`config.mk`:
```
export PLATFORM = sky130hd
export DESIGN_NAME = rmo_remote_output
export DESIGN_NICKNAME = d
export VERILOG_FILES = /design/src/hdl/rmo_pkg.sv /design/src/hdl/rmo_sync.sv /design/src/hdl/rmo_remote_output.sv
export SDC_FILE = /design/constraint.sdc
export NUM_CORES = 1
export LEC_CHECK = 0
export CELL_PAD_IN_SITES_DETAIL_PLACEMENT = 1
export CELL_PAD_IN_SITES_GLOBAL_PLACEMENT = 1
export CORE_ASPECT_RATIO = 2
export CORE_MARGIN = 2
export CORE_UTILIZATION = 40
export CTS_CLUSTER_DIAMETER = 60
export CTS_CLUSTER_SIZE = 8
export DETAILED_ROUTE_END_ITERATION = 12
export DONT_BUFFER_PORTS = 1
export PLACE_DENSITY = 0.67
export SKIP_CTS_REPAIR_TIMING = 1
export SYNTH_ARGS = -nofsm -noshare
export SYNTH_HDL_FRONTEND = slang
export SYNTH_SLANG_ARGS = --single-unit
```
`constraint.sdc`:
```
create_clock -name clk -period 5.15 [get_ports clk]
set_clock_uncertainty 0.2 [all_clocks]
set_input_delay 0.515 -clock clk [delete_from_list [all_inputs] [get_ports clk]]
set_output_delay 0.515 -clock clk [all_outputs]
set_load 0.02 [all_outputs]
```
`src/hdl/rmo_pkg.sv`:
```
// Package with constants and types for the remote output register block.
package rmo_pkg;
  localparam int unsigned DATA_W = 12;
  localparam int unsigned MODE_W = 4;
  localparam int unsigned FSEL_W = 8;
  localparam logic [DATA_W-1:0] DATA_RESET = 12'h000;
  localparam logic [MODE_W-1:0] MODE_RESET = 4'h0;
  localparam logic [FSEL_W-1:0] FSEL_REM_POS = 8'h60;
  localparam logic [FSEL_W-1:0] FSEL_REM_NEG = 8'hc4;
  localparam logic [MODE_W-1:0] MODE_CLR_CLR = 4'h0;
  localparam logic [MODE_W-1:0] MODE_KEEP_CLR = 4'h1;
  localparam logic [MODE_W-1:0] MODE_CLR_KEEP = 4'ha;
  localparam logic [MODE_W-1:0] MODE_KEEP_KEEP = 4'hb;
  localparam int unsigned TERM_BIT = 0;
  localparam logic [1:0] SEL_MODE = 2'h0;
  localparam logic [1:0] SEL_DATA = 2'h1;
  localparam logic [1:0] SEL_FSEL = 2'h2;

  typedef struct packed {
    logic wr;
    logic rd;
    logic [1:0] sel;
    logic [DATA_W-1:0] wdata;
  } rmo_req_type;

  typedef struct packed {
    logic ack;
    logic err;
    logic [DATA_W-1:0] rdata;
  } rmo_rsp_type;
endpackage

```
`src/hdl/rmo_sync.sv`:
```
// Two flip-flop synchroniser for a level from outside the clock domain.
`timescale 1ns/100ps
module rmo_sync (
  input wire logic clk,
  input wire logic rst_n,
  input wire logic d,
  output logic q
);
  logic s1_r;
  logic s2_r;
  logic s1_nxt;
  logic s2_nxt;

  always_comb begin
    s1_nxt = d;
    s2_nxt = s1_r;
  end

  always_ff @(posedge clk or negedge rst_n) begin
    if (!rst_n) begin
      s1_r <= 1'b0;
      s2_r <= 1'b0;
    end else begin
      s1_r <= s1_nxt;
      s2_r <= s2_nxt;
    end
  end

  assign q = s2_r;
endmodule

```
`src/hdl/rmo_remote_output.sv`:
```
// Remote output data register driving the general output terminal.
// What this block does
// - The general output terminal follows the remote output data register that the host writes.
// - The remote function reaches the terminal only when the function select is 96 or 196.
// - A data bit of 1 turns the terminal on and 0 off, inverted under negative polarity.
// - In modes 0 and 10 a power-on reset clears the data and returns the terminal to its default.
// - In modes 1 and 11 the data is saved to nonvolatile memory at power-off and restored.
// - A drive reset never writes the data to nonvolatile memory.
// - Modes 10 and 11 hold the data through a drive reset; modes 0 and 1 clear it.
// - A terminal not assigned the remote function ignores the data bit and follows its function.
// - The data register accepts 0 to 4095 and starts at zero.
// - The data register is writable in any operating mode regardless of write protect.
// - Mode and data settings are reachable only while the user-group read select is 0.
`timescale 1ns/100ps
module rmo_remote_output
  import rmo_pkg::*;
(
  input wire logic clk,
  input wire logic rst_n,
  input rmo_pkg::rmo_req_type req,
  output rmo_pkg::rmo_rsp_type rsp,
  input wire logic drive_reset,
  input wire logic power_fail,
  input wire logic write_protect,
  input wire logic [15:0] user_group_read_select,
  input wire logic [rmo_pkg::DATA_W-1:0] nvm_data,
  input wire logic nvm_valid,
  input wire logic assigned_function_out,
  output logic nvm_save,
  output logic [rmo_pkg::DATA_W-1:0] nvm_save_data,
  output logic general_output_terminal
);
  import rmo_pkg::*;

  logic power_fail_s;
  logic drive_reset_s;
  logic assigned_s;

  rmo_sync u_sync_pf (.clk(clk), .rst_n(rst_n), .d(power_fail), .q(power_fail_s));
  rmo_sync u_sync_dr (.clk(clk), .rst_n(rst_n), .d(drive_reset), .q(drive_reset_s));
  rmo_sync u_sync_fn (.clk(clk), .rst_n(rst_n), .d(assigned_function_out), .q(assigned_s));

  logic [DATA_W-1:0] data_r, data_nxt;
  logic [MODE_W-1:0] mode_r, mode_nxt;
  logic [FSEL_W-1:0] fsel_r, fsel_nxt;
  logic restored_r, restored_nxt;
  logic pf_prev_r, pf_prev_nxt;
  logic save_r, save_nxt;
  logic [DATA_W-1:0] save_data_r, save_data_nxt;
  logic term_r, term_nxt;
  rmo_rsp_type rsp_r, rsp_nxt;
  logic retain_power;
  logic retain_reset;
  logic group_open;
  logic rem_pos;
  logic rem_neg;

  always_comb begin
    retain_power = (mode_r == MODE_KEEP_CLR) || (mode_r == MODE_KEEP_KEEP);
    retain_reset = (mode_r == MODE_CLR_KEEP) || (mode_r == MODE_KEEP_KEEP);
    group_open = (user_group_read_select == 16'h0000);
    rem_pos = (fsel_r == FSEL_REM_POS);
    rem_neg = (fsel_r == FSEL_REM_NEG);
  end

  always_comb begin
    data_nxt = data_r;
    mode_nxt = mode_r;
    fsel_nxt = fsel_r;
    restored_nxt = restored_r;
    pf_prev_nxt = power_fail_s;
    save_nxt = 1'b0;
    save_data_nxt = save_data_r;
    rsp_nxt = '0;
    // Restore once after power-on. The mode register itself is cleared by power-on reset, so
    // the store's valid flag decides: it only holds data saved under a retention mode.
    if (!restored_r) begin
      restored_nxt = 1'b1;
      if (nvm_valid) begin
        data_nxt = nvm_data;
      end
    end
    // Power-off: save only in a retention mode; a drive reset never saves.
    if (power_fail_s && !pf_prev_r) begin
      if (retain_power) begin
        save_nxt = 1'b1;
        save_data_nxt = data_r;
      end
    end
    if (req.wr || req.rd) begin
      rsp_nxt.ack = 1'b1;
      case (req.sel)
        SEL_MODE: begin
          if (!group_open) begin
            rsp_nxt.err = 1'b1;
          end else if (req.wr && write_protect) begin
            rsp_nxt.err = 1'b1;
          end else if (req.wr) begin
            mode_nxt = req.wdata[MODE_W-1:0];
          end
          rsp_nxt.rdata = {{(DATA_W-MODE_W){1'b0}}, mode_r};
        end
        SEL_DATA: begin
          if (!group_open) begin
            rsp_nxt.err = 1'b1;
          end else if (req.wr) begin
            data_nxt = req.wdata;
          end
          rsp_nxt.rdata = data_r;
        end
        SEL_FSEL: begin
          if (req.wr && write_protect) begin
            rsp_nxt.err = 1'b1;
          end else if (req.wr) begin
            fsel_nxt = req.wdata[FSEL_W-1:0];
          end
          rsp_nxt.rdata = {{(DATA_W-FSEL_W){1'b0}}, fsel_r};
        end
        default: begin
          rsp_nxt.err = 1'b1;
        end
      endcase
    end
    if (drive_reset_s && !retain_reset) begin
      data_nxt = DATA_RESET;
    end
    if (rem_pos) begin
      term_nxt = data_r[TERM_BIT];
    end else if (rem_neg) begin
      term_nxt = ~data_r[TERM_BIT];
    end else begin
      term_nxt = assigned_s;
    end
  end

  always_ff @(posedge clk or negedge rst_n) begin
    if (!rst_n) begin
      data_r <= DATA_RESET;
      mode_r <= MODE_RESET;
      fsel_r <= 8'h00;
      restored_r <= 1'b0;
      pf_prev_r <= 1'b0;
      save_r <= 1'b0;
      save_data_r <= DATA_RESET;
      term_r <= 1'b0;
      rsp_r <= '0;
    end else begin
      data_r <= data_nxt;
      mode_r <= mode_nxt;
      fsel_r <= fsel_nxt;
      restored_r <= restored_nxt;
      pf_prev_r <= pf_prev_nxt;
      save_r <= save_nxt;
      save_data_r <= save_data_nxt;
      term_r <= term_nxt;
      rsp_r <= rsp_nxt;
    end
  end

  assign rsp = rsp_r;
  assign nvm_save = save_r;
  assign nvm_save_data = save_data_r;
  assign general_output_terminal = term_r;
endmodule

```
-- Word level (Yosys, flattened, before mapping)
Cells that the tools add are included.
- register bits after elaboration: 60
- logic and storage cells: 56
- eq/ne operators: 7
- multiplexer cells: 17
- bitwise logic cells: 2
- reduce and logical (&&, ||, !) cells: 13
- operators by type and width (operator ; count):
    12-bit two-way mux ; 7
    12-bit case mux with 3 select lines ; 1
    16-bit zero test ; 1
    14-bit two-way mux ; 1
    4-bit equality test (second input constant) ; 2
    8-bit by 7-bit equality test with 1-bit output (second input constant) ; 1
    8-bit equality test (second input constant) ; 1
    1-bit two-way mux ; 7
    5-bit AND reduction ; 1
    4-bit by 1-bit equality test with 1-bit output (second input constant) ; 1
    4-bit AND reduction ; 1
    1-bit logical AND ; 3
    1-bit logical OR ; 3
    1-bit case mux with 3 select lines ; 1
    2-bit by 1-bit equality test with 1-bit output (second input constant) ; 1
    2-bit equality test (second input constant) ; 1
    1-bit zero test ; 2
    2-bit zero test ; 1
    1-bit inverter ; 2
    2-bit AND reduction ; 1

-- Logic depth before layout (Yosys ltp)
Gate-level depths: netlist of run 1.
- word-level depth: 7
- mapped depth: 7
- mapped depth without buffers: 4

-- Hierarchy
Synthesis of run 1 repeated with hierarchy kept, for this count alone.
- cells, all modules: 196
- area, all modules: 2551.2 um^2
- modules (own cells, without submodules) (module ; instances ; cells each ; area each (um^2) ; sequential area each (um^2)):
    rmo_remote_output ; 1 ; 190 ; 2401.1 ; 1351.3
    rmo_sync ; 3 ; 2 ; 50.0 ; 50.0

-- Least setup slack after synthesis of run 1
OpenSTA, ideal clock, no wires.
- path type: input to register
- start point: input user_group_read_select[1]
- end point: register mode_r[0]
- arrival time: 1.800 ns
- required time: 4.825 ns
- setup slack: 3.025 ns
- stages on the path: 5
- buffers on the path: 1
- cells stage by stage: nor4_1 -> nand4_1 -> or4_1 -> buf_2 -> mux2_4
- cells in the longest elaborated chain, start to end: 2
- RTL lines (what ; RTL line ; RTL):
    start: declaration ; rmo_remote_output.sv:25 ; input wire logic [15:0] user_group_read_select,
    16-bit zero test ; rmo_remote_output.sv:61 ; group_open = (user_group_read_select == 16'h0000);
    5-bit AND reduction (no source line) ; n/a ;
    end signal: assignment ; rmo_remote_output.sv:149 ; mode_r <= mode_nxt;
    end: declaration ; rmo_remote_output.sv:44 ; logic [MODE_W-1:0] mode_r, mode_nxt;
Every way passes these cells.
A chain may end at the register's enable or synchronous reset.

-- Worst setup path in the final report of run 1
Ends and elaborated chain as after synthesis.

==> metrics, run 1 <==
root buf cell=clkbuf_16; total design power=1.13 mW; Synth Area per Inst=12.8 um^2; Crit path max-delay family=simple AND/OR/NAND/NOR gates; Hold Fails Final Rpt=0; pin slew with the least headroom to its limit=0.776 ns; Num CTS Buffers=9; # DRC=0; GPL Wtd Cong=0.729; die boundary height=116 um; crit-path cells=nor4_1 > nand4_1 > or4_1 > mux2_4; Finished Layout Cells=295; highest-count cells in the layout ignoring fill and taps=dfrtp_1 (60), mux2_2 (19), mux2i_1 (16); Async S/R FF share, synth=100%; setup_tns=0 ns; largest net degree at the start of global routing=61; worst skew pair latency=0.33 ns; Max-Slew Margin vs Limit=between 40% and 50%; CP startpoint kind=input pin; Die Area=7020 um^2; Slowest Stage Delay on Critical Path=0.75 ns; met3 usage in global routing=10.4%; CP Data Required Time=5.16 ns; min Tclk post-route=2.37 ns; EDFF count, synth=0; Crit Path Class=in -> reg; first-pass GRT wire length=9380 um; number of global-route vias before repair=1843; P_leak=1.43 nW; max-cap violation count=0; Via Count=1617; layout cells sized above 1=19.6%; Clock Pin Slew Worst Setup and Hold Paths=0.05 ns; CP max stage cell=or4_1; vias per cell=5.48; drt total wl=5910 um; Synth Instances=roughly 200; Sink Count=60; hold_ws=0.130 ns; Syn-to-layout area delta=15.8%; buffer depth of the longest clock path=2; width of the die=between 60 and 70 um; min-delay worst type=in -> reg; initial antenna violation count=0; Max IR drop VDD=around 0.37 mV; I/O pin count=between 70 and 80; FF-to-FF Start=mode_r[2]; n_diodes=0; Critical Path AT=2.38 ns; RR Endpoint=nvm_save_data[10]; CTS tree=yes; grt met1 use=19.8%; DP Cell Count=274; Finished Core Util=47.2%; synthesized cell area=2530 um^2; Global Route Usage Sum=19.4%; critical path peak fanout=15; setup slack after layout=2.78 ns; setup violators final=0; drt pass-1 iters=4; fin nets=255; Worst Reg-to-Reg Cells=3; sequential-to-total area share from yosys stat=between 50 and 60%; reg2reg setup slack=3.25 ns; worst hold start=req[2]; Synth Warn #=0; Core Box Area=6210 um^2; H-Tree Depth=3; post-route ant nets=0; count of cell instances traversed by the critical path=4; f_max=0.421 GHz; commonest non-fill, non-tap cell in the layout=dfrtp_1; DP Area=2600 um^2; number of port buffers=0; std cell rows=slightly above 40; flops & latches, synth=60; Post-Place Setup Slack=2.44 ns; RSZ-0062 raised after global routing=no; PD cells=approximately 390 nW/um^2; crit path capture type=register; syn_nets=between 200 and 250; post-route cell area=2930 um^2; Final HPWL DP=~4200 um; count of cell types in the netlist=32; Tcrit/Tclk final=46.1%; M2 GR Usage=31.6%; GRT Max-Usage Layer=met2; Avg WL per Cell=approximately 20 um; Hold Path Depth=2; Max Slew Vio Count=0; Hold Path Sink=fsel_r[2]; DR iter-0 viols=58; status=finished clean; CP bufs+invs=0; initial core utilization=approximately 40%; GR Overflow Total=0; ys flop type=dfrtp_1
## metal layers
layer,share of wire (%),routed length (um),vias to the layer above
li1,-,-,722
met1,35,2070,804
met2,52,3090,79
met3,10,589,12
met4,2.7,160,0
met5,0,0,-
## power breakdown
group	internal [mW]	switching (mW)
Sequential	0.502	0.0328
Clock	0.336	0.192
Combinational	0.0347	0.0375
Total	0.872	0.262
## flip-flops by register name (all words and copies together), names as in the netlist
name and cells:
data_r 12, fsel_r 8, general_output_terminal 1, mode_r 4, nvm_save 1, nvm_save_data 12, pf_prev_r 1, restored_r 1
rsp 14, u_sync_dr.q 1, u_sync_dr.s1_r 1, u_sync_fn.q 1, u_sync_fn.s1_r 1, u_sync_pf.q 1, u_sync_pf.s1_r 1
## cell usage after synthesis (all sizes together), types with 3 or more instances
cell,instances,share of area [%]
mux2,23,11
o211a,12,4.7
a21oi,5,0.99
nand2,8,1.2
nor2b,3,0.74
mux2i,16,6.3
nor2,15,2.2
buf,5,0.94
inv,4,0.59
and3,4,0.99
clkbuf,6,0.89
o21ai,14,2.8
a22oi,4,1.2
nor4,5,2.0
dfrtp,60,59
## kinds of logic after synthesis
family | after synthesis | share of synthesized area [%]
multiplexers | 39 | 17.2
AO/OA/AOI/OAI | 39 | 11.0
XOR/XNOR | 1 | 0.346
other | 1 | 0.148
buffers and inverters | 15 | 2.42
AND/OR/NAND/NOR | 43 | 9.55
flip-flops | 60 | 59.3
## worst max-delay path by stage
stage	startpoint	to	slack [ns]
global route	user_group_read_select[1]	mode_r[1]	2.61
finish	user_group_read_select[1]	mode_r[0]	2.78
CTS	user_group_read_select[1]	mode_r[1]	2.77
detailed placement	user_group_read_select[1]	mode_r[1]	2.44
global placement	user_group_read_select[2]	mode_r[2]	2.49
floorplan	user_group_read_select[1]	mode_r[0]	3.03
## worst reg2reg max path: stages, from the launching register on
cell and delay, ns:
dfrtp_1 0.41, nor4bb_1 0.32, nand2_1 0.43, mux2_2 0.43
## area by class of cell
cell class / count / area [um^2]
flip-flops and latches: 60 / 1500
multi-input cells: 123 / 967
clock buffers: 14 / 254
clock inverters: 2 / 10.0
repair buffers: 6 / 75.1
well taps: 86 / 108
fillers: 630 / 3280
inverters: 4 / 15.0
(Power assumes the default switching activity.)
==> run 2, diff against run 1 <==
clock period = 2.5 ns   (was 5.15 ns; I/O delays follow)
==> metrics, run 2 (synthesis gave the netlist of run 1 again) <==
count of cell instances traversed by the critical path=3 (-1); largest net degree at the start of global routing=61 (unchanged); GPL Wtd Cong=0.757 (+3.8%); number of global-route vias before repair=1751 (-5.0%); drt total wl=6130 um (+3.8%); total design power=2.37 mW (+110%); Syn-to-layout area delta=22.3%; f_max=0.487 GHz; fin nets=272 (+6.7%); Slowest Stage Delay on Critical Path=0.48 ns (-0.27 ns); Num CTS Buffers=9 (unchanged); crit path capture type=register; Max Slew Vio Count=0 (unchanged); min-delay worst type=in -> reg; CTS tree=yes; initial antenna violation count=0 (unchanged); reg2reg setup slack=0.45 ns (-2.80 ns); n_diodes=0 (unchanged); Max IR drop VDD=0.460 mV (+26%); hold_ws=-0.0234 ns (-0.154 ns); Max-Slew Margin vs Limit=54.4% (+6.3 points); Critical Path AT=2.06 ns (-0.32 ns); setup violators final=0 (unchanged); commonest non-fill, non-tap cell in the layout=dfrtp_1; grt met1 use=19.2% (-0.56 points); Tcrit/Tclk final=82.1%; drt pass-1 iters=4 (unchanged); status=finished, violations left; CP Data Required Time=2.51 ns (-2.65 ns); Avg WL per Cell=19.7 um (-1.8%); DR iter-0 viols=76 (+31%); vias per cell=5.49 (+0.22%); P_leak=1.50 nW (+5.1%); buffer depth of the longest clock path=2 (unchanged); GRT Max-Usage Layer=met2; failing checks=negative hold slack; Hold Path Depth=3 (+1); Sink Count=60 (unchanged); Core Box Area=6210 um^2 (unchanged); layout cells sized above 1=19.5% (-0.15 points); Final HPWL DP=4210 um (+0.53%); met3 usage in global routing=6.98% (-3.4 points); die boundary height=116 um (unchanged); RSZ-0062 raised after global routing=no; min Tclk post-route=2.05 ns; H-Tree Depth=3 (unchanged); crit-path cells=nor4bb_1 > nand2_1 > mux2_2; max-cap violation count=0 (unchanged); critical path peak fanout=13 (-2); highest-count cells in the layout ignoring fill and taps=dfrtp_1 (60), mux2_2 (19), dlygate4sd3_1 (18); first-pass GRT wire length=9230 um (-1.5%); CP bufs+invs=0 (unchanged); CP startpoint kind=register; Die Area=7020 um^2 (unchanged); initial core utilization=40.8% (unchanged); CP max stage cell=nand2_1; Crit Path Class=reg -> reg; post-route ant nets=0 (unchanged); Clock Pin Slew Worst Setup and Hold Paths=0.05 ns (about the same); # DRC=0 (unchanged); worst skew pair latency=0.33 ns (about the same); pin slew with the least headroom to its limit=0.681 ns (-0.0952 ns); M2 GR Usage=32.5% (+0.87 points); I/O pin count=79 (unchanged); GR Overflow Total=0 (unchanged); setup_tns=0 ns (unchanged); Finished Layout Cells=312 (+5.8%); root buf cell=clkbuf_16; std cell rows=41 (unchanged); number of port buffers=0 (unchanged); Global Route Usage Sum=18.8% (-0.57 points); DP Cell Count=277 (+1.1%); max reg flops=14 (unchanged); PD cells=765 nW/um^2 (+98%); Crit path max-delay family=simple AND/OR/NAND/NOR gates; Via Count=1714 (+6.0%); Finished Core Util=49.8% (+2.6 points); Hold Fails Final Rpt=5 (+5); Worst Reg-to-Reg Cells=3 (unchanged); width of the die=60.2 um (unchanged)
[run 2: layer usage]
layer,up-vias,wire (um)
li1,759,-
met1,867,2150
met2,76,3420
met3,12,401
met4,0,155
met5,-,0
[run 2: per-stage QoR]
stage               setup WS, ns  cell area (um^2)  hold slack (ns)
global route               0.390              3090           0.0149
CTS                        0.477              2890           -0.591
floorplan                  0.640              2530           -0.246
finish                     0.447              3090          -0.0234
detailed placement         0.486              2620           -0.244
global placement           0.559              2620           -0.244
[run 2: final timing paths]
path	from	to
max in group asynchronous	rst_n	data_r[11]
setup / recovery	mode_r[2]	nvm_save_data[9]
hold reg to reg	u_sync_pf.s1_r	u_sync_pf.q
min in group asynchronous	rst_n	rsp[13]
hold / removal	req[13]	rsp[2]
setup reg to reg	mode_r[2]	nvm_save_data[9]
[run 2: power by group]
| part | switching [mW] | total, mW | internal (mW) |
|---|---|---|---|
| sequential | 0.0693 | 1.10 | 1.03 |
| clock | 0.395 | 1.09 | 0.693 |
| combinational | 0.0870 | 0.175 | 0.0882 |
[run 2: layout make-up]
cell class | instances | area (um^2)
Clock buffer | 14 | 254
Clock inverter | 2 | 10.0
Fill cell | 635 | 3110
Inverter | 4 | 15.0
Multi-Input combinational cell | 123 | 967
Sequential cell | 60 | 1500
Tap cell | 86 | 108
Timing Repair Buffer | 23 | 238
[run 2: tightest hold or removal path, stage by stage]
cell and delay, ns:
nor2_1 0.03, a21oi_1 0.13, nor2_1 0.05
==> run 3, diff against run 2 <==
clock period = 2.1 ns   (was 2.5 ns; I/O delays follow)
==> metrics, run 3 (synthesis gave the netlist of run 1 again) <==
CP startpoint kind=register; Via Count=1739 (+1.5%); drt total wl=6330 um (+3.2%); setup violators final=0 (unchanged); Max Slew Vio Count=0 (unchanged); first-pass GRT wire length=9360 um (+1.4%); number of global-route vias before repair=1813 (+3.5%); setup slack after layout=0.353 ns (-0.0943 ns); total design power=3.08 mW (+30%); Tcrit/Tclk final=83.2% (+1.1 points); Sink Count=60 (unchanged); f_max=0.572 GHz (+18%); Max IR drop VDD=0.594 mV (+29%); grt met1 use=18.7% (-0.57 points); DP Area=2640 um^2 (+0.57%); n_diodes=0 (unchanged); vias per cell=5.43 (-1.1%); hold_ws=-0.0315 ns (-0.00804 ns); pin slew with the least headroom to its limit=0.722 ns (+0.0413 ns); max reg flops=14 (unchanged); post-route ant nets=0 (unchanged); Hold Path Depth=3 (unchanged); crit path capture type=register; die boundary height=116 um (unchanged); initial antenna violation count=0 (unchanged); layout cells sized above 1=20.9% (+1.5 points); status=finished, violations left; drt pass-1 iters=4 (unchanged); max-cap violation count=0 (unchanged); GPL Wtd Cong=0.760 (+0.44%); initial core utilization=40.8% (unchanged); Core Box Area=6210 um^2 (unchanged); commonest non-fill, non-tap cell in the layout=dfrtp_1; worst hold start=nvm_data[6]; Hold Fails Final Rpt=7 (+2); number of port buffers=0 (unchanged); RSZ-0062 raised after global routing=no; M2 GR Usage=32.7% (+0.22 points); Num CTS Buffers=9 (unchanged); Global Route Usage Sum=19.1% (+0.31 points); PD cells=955 nW/um^2 (+25%); Die Area=7020 um^2 (unchanged); fin nets=280 (+2.9%); min-delay worst type=in -> reg; Critical Path AT=1.81 ns (-0.25 ns); DR iter-0 viols=49 (-36%); fill cell count=615 (-3.1%); GR Overflow Total=0 (unchanged); width of the die=60.2 um (unchanged); Final HPWL DP=4310 um (+2.4%); RR Endpoint=general_output_terminal; buffer depth of the longest clock path=2 (unchanged); std cell rows=41 (unchanged); Worst Reg-to-Reg Cells=4 (+1); Avg WL per Cell=19.8 um (+0.60%); CTS tree=yes; Clock Pin Slew Worst Setup and Hold Paths=0.05 ns (about the same); H-Tree Depth=3 (unchanged); met3 usage in global routing=8.64% (+1.7 points); largest net degree at the start of global routing=61 (unchanged); failing checks=negative hold slack; Post-Place Setup Slack=0.174 ns (-0.312 ns); min Tclk post-route=1.75 ns (-0.306 ns); CP Data Required Time=2.16 ns (-0.35 ns); critical path peak fanout=3 (-10); GRT Max-Usage Layer=met2; P_leak=1.56 nW (+4.2%); Crit Path Class=reg -> reg; FF-to-FF Start=fsel_r[4]; I/O pin count=79 (unchanged); setup_tns=0 ns (unchanged); Max-Slew Margin vs Limit=51.8% (-2.7 points); highest-count cells in the layout ignoring fill and taps=dfrtp_1 (60), dlygate4sd3_1 (24), mux2_2 (19); worst skew pair latency=0.32 ns (about the same); root buf cell=clkbuf_16; post-route cell area=3220 um^2 (+4.2%); Syn-to-layout area delta=27.3%; reg2reg setup slack=0.35 ns (-0.09 ns); # DRC=0 (unchanged); Hold Path Sink=data_r[6]
==> run 3: worst max path at each step <==
stage                              startpoint                       to  cells past startpoint
floorplan           user_group_read_select[1]                mode_r[0]                      5
global placement    user_group_read_select[1]               data_r[11]                      5
detailed placement  user_group_read_select[1]                mode_r[1]                      4
CTS                                 fsel_r[4]  general_output_terminal                      4
global route                        fsel_r[4]  general_output_terminal                      4
finish                              fsel_r[4]  general_output_terminal                      4
==> run 3: power by group <==
| group | internal, mW | switching, mW | total (mW) |
|---|---|---|---|
| clock | 1.06 | 0.480 | 1.54 |
| combinational | 0.113 | 0.109 | 0.222 |
| sequential | 1.23 | 0.0847 | 1.31 |
==> run 3: layout make-up <==
class	instances	area [um^2]	area share, %
flip-flops and latches	60	1500	46.6
multi-input cells	123	967	30.0
repair buffers	31	313	9.71
clock buffers	11	243	7.53
well taps	86	108	3.34
clock inverters	5	75.1	2.33
inverters	4	15.0	0.466
==> run 3: worst max-delay path, cell delays in order, from the launching register on <==
cell and delay, ns:
dfrtp_1 0.41, nor4_1 0.36, nand2_1 0.15, o41ai_1 0.40
a211o_1 0.17
==> run 3: through the flow <==
step | utilization, % | instances
final | 51.9 | 320
after global routing | 51.9 | 320
after global placement | 42.5 | 279
after CTS | 47.6 | 295
after floorplan | - | 198
after detailed placement | 42.5 | 279
==> run 3: layer usage <==
metal  up-vias  wire length [um]
met4         0               119
met2        77              3510
li1        772                 -
met5         -                 0
met3         8               411
met1       882              2290
